## src/core/amp_regs_map.svh

```systemverilog
`ifndef AMP_REGS_MAP_SVH
`define AMP_REGS_MAP_SVH
// register offsets
`define OFS_RIGHT_VOLUME 8'h05
`define OFS_ANALOG_CONTROL 8'h06
`define OFS_RESERVED_SEVEN 8'h07
`define OFS_FAULT_CONFIG_STATUS 8'h08
// reset values
`define RST_RIGHT_VOLUME 8'hCF
`define RST_ANALOG_CONTROL 8'h51
`define RST_FAULT_CONFIG 2'h0
`define RST_SWITCH_RATE 5'h10
`define RST_ANALOG_GAIN 2'h0
// volume codes
`define VOL_MAX_CODE 8'hFF
`define VOL_UNITY_CODE 8'hCF
`define VOL_FLOOR_CODE 8'h07
// analog control fields
`define AC_RATE_HI 6
`define AC_RATE_LO 4
`define AC_GAIN_HI 3
`define AC_GAIN_LO 2
`define AC_CHSEL_BIT 1
// fault register fields
`define FC_THR_HI 5
`define FC_THR_LO 4
`define FC_CLK_BIT 3
`define FC_OC_BIT 2
`define FC_DC_BIT 1
`define FC_OT_BIT 0
`endif

```

## src/core/amp_regs_pkg.sv

```systemverilog
package amp_regs_pkg;
    typedef enum logic [1:0] {
        GAIN_19P2 = 2'h0,
        GAIN_22P6 = 2'h1,
        GAIN_25 = 2'h2,
        GAIN_RSVD = 2'h3
    } analog_gain_t;
    typedef enum logic [1:0] {
        THR_FULL = 2'h0,
        THR_75 = 2'h1,
        THR_50 = 2'h2,
        THR_25 = 2'h3
    } oc_threshold_t;
    typedef enum logic [1:0] {
        FLT_IDLE = 2'h1,
        FLT_HELD = 2'h2
    } fault_state_t;
endpackage

```

## src/core/fault_latch.sv

```systemverilog
`timescale 1ns/1ps
`default_nettype none
`include "amp_regs_map.svh"
// sticky fault flag cleared by a shutdown toggle
module fault_latch (
    input wire logic i_clk,
    input wire logic i_sys_rst,
    input wire logic i_event,
    input wire logic i_clear,
    output logic o_flag
);
    amp_regs_pkg::fault_state_t state_q;
    amp_regs_pkg::fault_state_t state_d;
    // a new event in the clear cycle keeps the flag set
    always_comb begin
        case (state_q)
            amp_regs_pkg::FLT_IDLE: begin
                state_d = i_event ? amp_regs_pkg::FLT_HELD
                                  : amp_regs_pkg::FLT_IDLE;
            end
            amp_regs_pkg::FLT_HELD: begin
                state_d = (i_clear && !i_event) ? amp_regs_pkg::FLT_IDLE
                                                : amp_regs_pkg::FLT_HELD;
            end
            default: begin
                state_d = amp_regs_pkg::FLT_IDLE;
            end
        endcase
    end
    always_ff @(posedge i_clk or posedge i_sys_rst) begin
        if (i_sys_rst) begin
            state_q <= amp_regs_pkg::FLT_IDLE;
        end else begin
            state_q <= state_d;
        end
    end
    assign o_flag = (state_q == amp_regs_pkg::FLT_HELD);
endmodule
`default_nettype wire

```

## src/core/amp_volume_analog_fault_regs.sv

```systemverilog
`timescale 1ns/1ps
`default_nettype none
`include "amp_regs_map.svh"
// Notes on behaviour
// [RULE1] 8-bit volume, 0xFF +24 dB, 0.5 dB steps
// [RULE2] code 0xCF is 0 dB, reset value
// [RULE3] code 0x07 is -100 dB
// [RULE4] codes below 0x07 mute the channel
// [RULE5] software writes one to analog bit 7
// [RULE6] bits 6:4 pick switching rate multiple
// [RULE7] double speed halves the switching rate
// [RULE8] bits 3:2 pick analog gain
// [RULE9] software never writes gain code 11
// [RULE10] channel select 0 plays right channel
// [RULE11] channel select 1 plays left channel
// [RULE12] software keeps analog bit 0 at one
// [RULE13] software never accesses offset 0x07
// [RULE14] fault register: threshold 5:4, flags 3:0
// [RULE15] threshold codes: full, 75, 50, 25 percent
// [RULE16] clock fault flag follows clock validity
// [RULE17] other faults latch until shutdown toggles
// [RULE18] speed select one means double speed
// [RULE19] read back last write, flags ignore writes
module amp_volume_analog_fault_regs (
    input wire logic i_clk,
    input wire logic i_sys_rst,
    input wire logic i_reg_wr,
    input wire logic i_reg_rd,
    input wire logic [7:0] i_reg_addr,
    input wire logic [7:0] i_reg_wdata,
    input wire logic i_speed_mode_select,
    input wire logic i_clock_fault,
    input wire logic i_overcurrent_event,
    input wire logic i_dc_offset_event,
    input wire logic i_overtemp_event,
    input wire logic i_amplifier_shutdown_input,
    output logic [7:0] o_reg_rdata,
    output logic [7:0] o_volume_gain_code,
    output logic o_volume_mute,
    output logic [4:0] o_switch_rate_mult,
    output logic [1:0] o_analog_gain,
    output logic o_use_left_channel,
    output logic [1:0] o_overcurrent_threshold_select,
    output logic o_amp_faulted
);
    // software-visible storage
    logic [7:0] right_volume_q;
    logic [7:0] analog_control_q;
    logic [1:0] fault_config_q;
    // status sampling
    logic clock_fault_flag_q;
    logic shutdown_q;
    // registered outputs
    logic [7:0] rdata_q;
    logic [7:0] vol_code_q;
    logic mute_q;
    logic [4:0] rate_q;
    logic [1:0] gain_q;
    logic left_q;
    logic faulted_q;
    // outputs of the sticky latches
    logic overcurrent_flag;
    logic dc_offset_flag;
    logic overtemp_flag;

    // multiple of the frame clock for each rate code
    function automatic logic [4:0] rate_mult(input logic [2:0] code);
        case (code)
            3'h0: rate_mult = 5'h06;
            3'h1: rate_mult = 5'h08;
            3'h2: rate_mult = 5'h0A;
            3'h3: rate_mult = 5'h0C;
            3'h4: rate_mult = 5'h0E;
            3'h5: rate_mult = 5'h10;
            3'h6: rate_mult = 5'h14;
            default: rate_mult = 5'h18;
        endcase
    endfunction

    // one offset compare shared by the write decode and the read mux
    function automatic logic addr_hit(input logic [7:0] addr,
                                      input logic [7:0] ofs);
        addr_hit = (addr == ofs);
    endfunction

    // register select, used by writes and reads alike
    wire sel_vol = addr_hit(i_reg_addr, `OFS_RIGHT_VOLUME);
    wire sel_ac = addr_hit(i_reg_addr, `OFS_ANALOG_CONTROL);
    wire sel_fc = addr_hit(i_reg_addr, `OFS_FAULT_CONFIG_STATUS);
    // address decode; other offsets take no write
    wire wr_vol = i_reg_wr && sel_vol;
    wire wr_ac = i_reg_wr && sel_ac;
    wire wr_fc = i_reg_wr && sel_fc;
    // toggle of the shutdown input clears latched faults
    // either edge counts, so the controller may park at any level
    // [RULE17] shutdown toggle clears
    wire shutdown_toggle = i_amplifier_shutdown_input != shutdown_q;
    // bits 7:6 are reserved and always read zero
    // [RULE14] fault register layout
    wire [7:0] fault_view = {2'h0, fault_config_q, clock_fault_flag_q,
                             overcurrent_flag, dc_offset_flag,
                             overtemp_flag};
    // read mux; reserved and unmapped offsets read zero
    // a write in the same cycle is not seen: the old value is read
    // [RULE19] read back
    wire [7:0] rd_mux =
        sel_vol ? right_volume_q :
        sel_ac ? analog_control_q :
        sel_fc ? fault_view : 8'h00;
    // the floor code itself stays audible, only lower codes mute
    // [RULE4] mute below floor
    wire vol_mute = right_volume_q < `VOL_FLOOR_CODE;
    // [RULE6] rate decode
    wire [4:0] rate_full = rate_mult(
        analog_control_q[`AC_RATE_HI:`AC_RATE_LO]);
    // every multiple is even, so halving drops no fraction
    // [RULE7] halve at double speed
    // [RULE18] speed select high
    wire [4:0] rate_eff = i_speed_mode_select ? {1'b0, rate_full[4:1]}
                                              : rate_full;

    // writable registers
    // bit 7 of analog control is plain storage that software sets
    // gain code 11 is kept as written; software must avoid it
    // [RULE2] reset to unity
    always_ff @(posedge i_clk or posedge i_sys_rst) begin
        if (i_sys_rst) begin
            right_volume_q <= `RST_RIGHT_VOLUME;
            analog_control_q <= `RST_ANALOG_CONTROL;
            fault_config_q <= `RST_FAULT_CONFIG;
        end else begin
            if (wr_vol) begin
                right_volume_q <= i_reg_wdata;
            end
            if (wr_ac) begin
                analog_control_q <= i_reg_wdata;
            end
            // only the threshold bits are stored here
            // [RULE19] flags ignore writes
            if (wr_fc) begin
                fault_config_q <= i_reg_wdata[`FC_THR_HI:`FC_THR_LO];
            end
        end
    end

    // status tracking and registered outputs
    always_ff @(posedge i_clk or posedge i_sys_rst) begin
        if (i_sys_rst) begin
            clock_fault_flag_q <= 1'b0;
            shutdown_q <= 1'b0;
            rdata_q <= 8'h00;
        end else begin
            // the clock flag is a plain copy, it clears once clocks recover
            // [RULE16] non-latching clock flag
            clock_fault_flag_q <= i_clock_fault;
            shutdown_q <= i_amplifier_shutdown_input;
            // read data holds until the next read strobe
            if (i_reg_rd) begin
                rdata_q <= rd_mux;
            end
        end
    end

    // drive the amplifier controls
    // outputs start at the register reset values, so the amp wakes at unity
    always_ff @(posedge i_clk or posedge i_sys_rst) begin
        if (i_sys_rst) begin
            vol_code_q <= `RST_RIGHT_VOLUME;
            mute_q <= 1'b0;
            rate_q <= `RST_SWITCH_RATE;
            gain_q <= `RST_ANALOG_GAIN;
            left_q <= 1'b0;
            faulted_q <= 1'b0;
        end else begin
            // [RULE1] gain code passes on
            // [RULE3] floor code still audible
            vol_code_q <= right_volume_q;
            mute_q <= vol_mute;
            rate_q <= rate_eff;
            // [RULE8] analog gain field
            gain_q <= analog_control_q[`AC_GAIN_HI:`AC_GAIN_LO];
            // [RULE10] [RULE11] channel select
            left_q <= analog_control_q[`AC_CHSEL_BIT];
            // any flag, latched or not, holds the amplifier off
            faulted_q <= clock_fault_flag_q | overcurrent_flag |
                         dc_offset_flag | overtemp_flag;
        end
    end

    // [RULE17] latched fault flags
    // one sticky latch per protection event, all cleared by one toggle
    wire [2:0] fault_events = {i_overcurrent_event, i_dc_offset_event,
                               i_overtemp_event};
    wire [2:0] latched_flags;
    genvar g;
    generate
        for (g = 0; g < 3; g = g + 1) begin : g_latch
            fault_latch u_fault_latch (
                .i_clk(i_clk),
                .i_sys_rst(i_sys_rst),
                .i_event(fault_events[g]),
                .i_clear(shutdown_toggle),
                .o_flag(latched_flags[g])
            );
        end
    endgenerate
    // bit order follows the status field layout
    assign overcurrent_flag = latched_flags[2];
    assign dc_offset_flag = latched_flags[1];
    assign overtemp_flag = latched_flags[0];

    assign o_reg_rdata = rdata_q;
    assign o_volume_gain_code = vol_code_q;
    assign o_volume_mute = mute_q;
    assign o_switch_rate_mult = rate_q;
    assign o_analog_gain = gain_q;
    assign o_use_left_channel = left_q;
    // [RULE15] threshold code to protection
    assign o_overcurrent_threshold_select = fault_config_q;
    assign o_amp_faulted = faulted_q;
endmodule
`default_nettype wire

```

## config.mk

```make
export PLATFORM = sky130hd
export DESIGN_NAME = amp_volume_analog_fault_regs
export DESIGN_NICKNAME = d
export VERILOG_FILES = /design/src/core/amp_regs_pkg.sv /design/src/core/fault_latch.sv /design/src/core/amp_volume_analog_fault_regs.sv
export VERILOG_INCLUDE_DIRS = /design/src /design/src/core
export SDC_FILE = /design/constraint.sdc
export NUM_CORES = 1
export LEC_CHECK = 0
export CORE_MARGIN = 1
export CORE_UTILIZATION = 50
export CTS_CLUSTER_DIAMETER = 50
export DETAILED_ROUTE_END_ITERATION = 16
export DONT_BUFFER_PORTS = 1
export GPL_ROUTABILITY_DRIVEN = 1
export SLEW_MARGIN = 20
export SYNTH_ARGS = -nofsm -noshare
export SYNTH_HDL_FRONTEND = slang
export SYNTH_SLANG_ARGS = --single-unit
```

## constraint.sdc

```tcl
create_clock -name i_clk -period 1.95 [get_ports i_clk]
set_input_delay 0.2925 -clock i_clk [delete_from_list [all_inputs] [get_ports i_clk]]
set_output_delay 0.2925 -clock i_clk [all_outputs]
set_load 0.005 [all_outputs]
```

==> reports/summary.txt <==
status = complete, no violations
Post-CTS Resized = 0
crit path max fanout = 5
violation count after the first detailed-route iteration = 33
vias per cell = 6.058
Worst R2R End = o_amp_faulted$_DFF_PP0_
first-pass GRT wire length = 6.948 mm
Pleak = 0.001047 uW
CTS clk-pin slew, worst paths = 0.09 ns
clk_skew = 0.009566 ns
Startpoint Class = flip-flop
average cell area after synthesis = 13.30 um2
final antenna diode count = 0
EDFF count, synth = 0
hold buffer count at cts = 2
drt drc = 0
Core Rows = 23
async set-or-reset flop fraction in the synthesized netlist = 100.0%
critical path endpoint category = flip-flop
unrepaired setup endpoints after global routing = no
Netlist Area Pre-Place = 2235 um2
TritonCTS buffer count = 5
post-synthesis simple-gate area fraction = 11.31%
#FFs+latches synth = 52
Fin. Hold Viols = 0
starting density of the core = 53.93%
reg2reg setup slack = 0.47 ns
hold worst-path end = g_latch[2].u_fault_latch.state_q[0]$_DFF_PP1_
Compound-Gate Fraction of Synth Area = 12.04%
Layout area overhead = 8.791%
Core Box Area = 4144 um2
min cycle time layout = 1.480 ns
layout cells sized above 1 = 31.25%
Reg2Reg Depth = 3
Largest stage delay, worst path = 0.54 ns
Post-Layout Inst Area = 2431 um2
GRT Util Overall = 20.75%
die area = 4740 um2
largest net degree at the start of global routing = 43
Synth Area in Adders = 3.359%
final WL = 4.293 mm
Placer Congestion = 0.7689
largest family of logic cells by synthesized area = compound AO/OA/AOI/OAI gates
relative slew slack = 63.70%
max_cap viols = 0
Vert. Die Dim = 68.85 um
vias in the first global route = 1434
routed len/inst = 19.00 um
Power Density = 932.5 nW/um2
setup_tns = 0 ns
Post-CTS Setup Inserts = 0
post-synth top area cell = dfrtp_1
Overflow after GRT = 0
hold path depth = 1
Hold Path Class = in -> reg
DRT Pass-1 Iters = 4
period utilisation layout = 75.88%
CTS tree = built
Root Buffer = clkbuf_8
fill count = 361
Syn Nets = 200
Final Max Slew Viols = 0
most common cell after layout, fill and taps aside = dfrtp_1
Arr. time, crit path = 1.66 ns
largest cells by area after synthesis = dfrtp_1 (37%), dfstp_2 (22%), mux2_2 (9.1%), ha_1 (3.4%), o221ai_1 (2.4%)
Max VDD drop = 0.5486 mV
Critical R2R Launch = g_latch[0].u_fault_latch.state_q[0]$_DFF_PP1_
Critical Path RT = 2.13 ns
Critical Path, Cell by Cell = inv_1 -> ha_1 -> or4_1
Synth Flop Type = dfrtp_1
Port Buffers = 0
Yosys cell types = 37
CTS Sinks = 52
latest clock arrival within the worst-skew pair = 0.31 ns
share of the synthesized area in the top cell type = 36.95%
Via Count = 1369
initial antenna violation count = 0
critical path's slowest cell = dfstp_2
Seq/Total Area, Yosys = 59.29%
hold path startpoint = i_overcurrent_event
Yosys Warn Count = 0
Crit Path Class = reg -> reg
dpl cell area = 2308 um2
fraction of synthesized area in multiplexers = 10.02%
area share of xor/xnor cells in the synthesized design = 1.568%
DP HPWL = 3.129 mm
final setup vio count = 0
die width = 68.85 um
cell count after synthesis = 168
I/O pin count = 54
measured slew at the worst slew-check pin = 0.5404 ns
commonest cells after routing, fill and taps aside = dfrtp_1 (33), dfstp_2 (19), mux2_2 (18)
Layout Nets = 207
Longest Clk Path Bufs = 2
H-tree depth = 2
highest clock rate = 675.8 MHz
Antenna Violating Nets Remaining = 0
[per-stage QoR]
step / setup WS, ns / instances / utilization, % / hold slack [ns] / total power, uW
global placement: 0.4114 / 215 / 55.71 / 0.1229 / 1638
global route: 0.4170 / 226 / 58.67 / 0.01979 / 2403
floorplan: 0.4311 / 168 / - / 0.3239 / 1582
CTS: 0.4689 / 225 / 58.42 / 0.0006165 / 2290
detailed placement: 0.3716 / 215 / 55.71 / 0.1261 / 1676
finish: 0.4703 / 226 / 58.67 / 0.03933 / 2267
[layout make-up]
type	instances	area, um2	share of cell area [%]
sequential	52	1325	54.50
clock buffer	5	68.82	2.831
timing repair buffer	6	65.06	2.676
multi-input combinational	102	855.8	35.20
tap	50	62.56	2.573
inverter	8	30.03	1.235
clock inverter	3	23.77	0.9779
[registers in the layout, indices dropped and copies added (netlist names)]
register                        count
shutdown_q                          1
g_latch.u_fault_latch.state_q       6
o_use_left_channel                  1
analog_control_q                    8
o_volume_mute                       1
o_switch_rate_mult                  5
o_reg_rdata                         8
o_amp_faulted                       1
o_volume_gain_code                  8
clock_fault_flag_q                  1
o_overcurrent_threshold_select      2
o_analog_gain                       2
right_volume_q                      8
[Yosys cell counts, types with 2 or more instances]
cell type and n:
o21a_1 2, a22oi_1 6, o21ai_0 5, xor2_1 2, ha_1 6, nor2b_1 7
o21bai_1 3, a22o_1 2, nand2b_1 7, xnor2_1 2, inv_1 8, nand2_1 10
a21oi_1 6, mux2_2 18, o221ai_1 6, a41o_2 2, clkbuf_1 5, or4_1 2
dfrtp_1 33, dfstp_2 19
[metal layers]
layer,vias up,routed length [um],track usage [%]
met5,-,0,0
met1,696,1783,25.56
met3,6,330,7.730
met2,42,2120,33.50
li1,625,-,-
met4,0,58,6.888
[power by group]
| part | internal, uW | leakage, uW | switching [uW] |
|---|---|---|---|
| Clock | 254 | 0.0000404 | 358 |
| Combinational | 173 | 0.000375 | 186 |
| Sequential | 1220 | 0.000632 | 71.7 |
| Total | 1650 | 0.00105 | 616 |
[logic make-up (layout without fill, tap and decap cells)]
logic type               count (synthesis)  after routing
flip-flops                              52             52
AO/OA/AOI/OAI                           37             37
buffers and inverters                   14             22
adder cells (fa/ha/maj)                  6              6
XOR/XNOR                                 4              4
AND/OR/NAND/NOR                         35             35
multiplexers                            20             20
[worst max path at each step]
stage                                            to  cells after the start  slack (ns)                                           from
global route                o_amp_faulted$_DFF_PP0_                      3        0.42  g_latch[1].u_fault_latch.state_q[0]$_DFF_PP1_
detailed placement  analog_control_q[3]$_DFFE_PP0P_                      3        0.37                                  i_reg_addr[5]
global placement    analog_control_q[5]$_DFFE_PP0P_                      3        0.41                                  i_reg_addr[5]
floorplan           analog_control_q[1]$_DFFE_PP0P_                      1        0.43                                      i_sys_rst
CTS                         o_amp_faulted$_DFF_PP0_                      3        0.47  g_latch[0].u_fault_latch.state_q[0]$_DFF_PP1_
finish                      o_amp_faulted$_DFF_PP0_                      3        0.47  g_latch[0].u_fault_latch.state_q[0]$_DFF_PP1_
[critical path, delay by kind of cell (launching register included)]
| kind | cells | cell delay, ns |
|---|---|---|
| AND/OR/NAND/NOR | 1 | 0.53 |
| adder cells (fa/ha/maj) | 1 | 0.25 |
| flip-flops | 1 | 0.54 |
| buffers and inverters | 1 | 0.04 |
(Power assumes the default switching activity.)
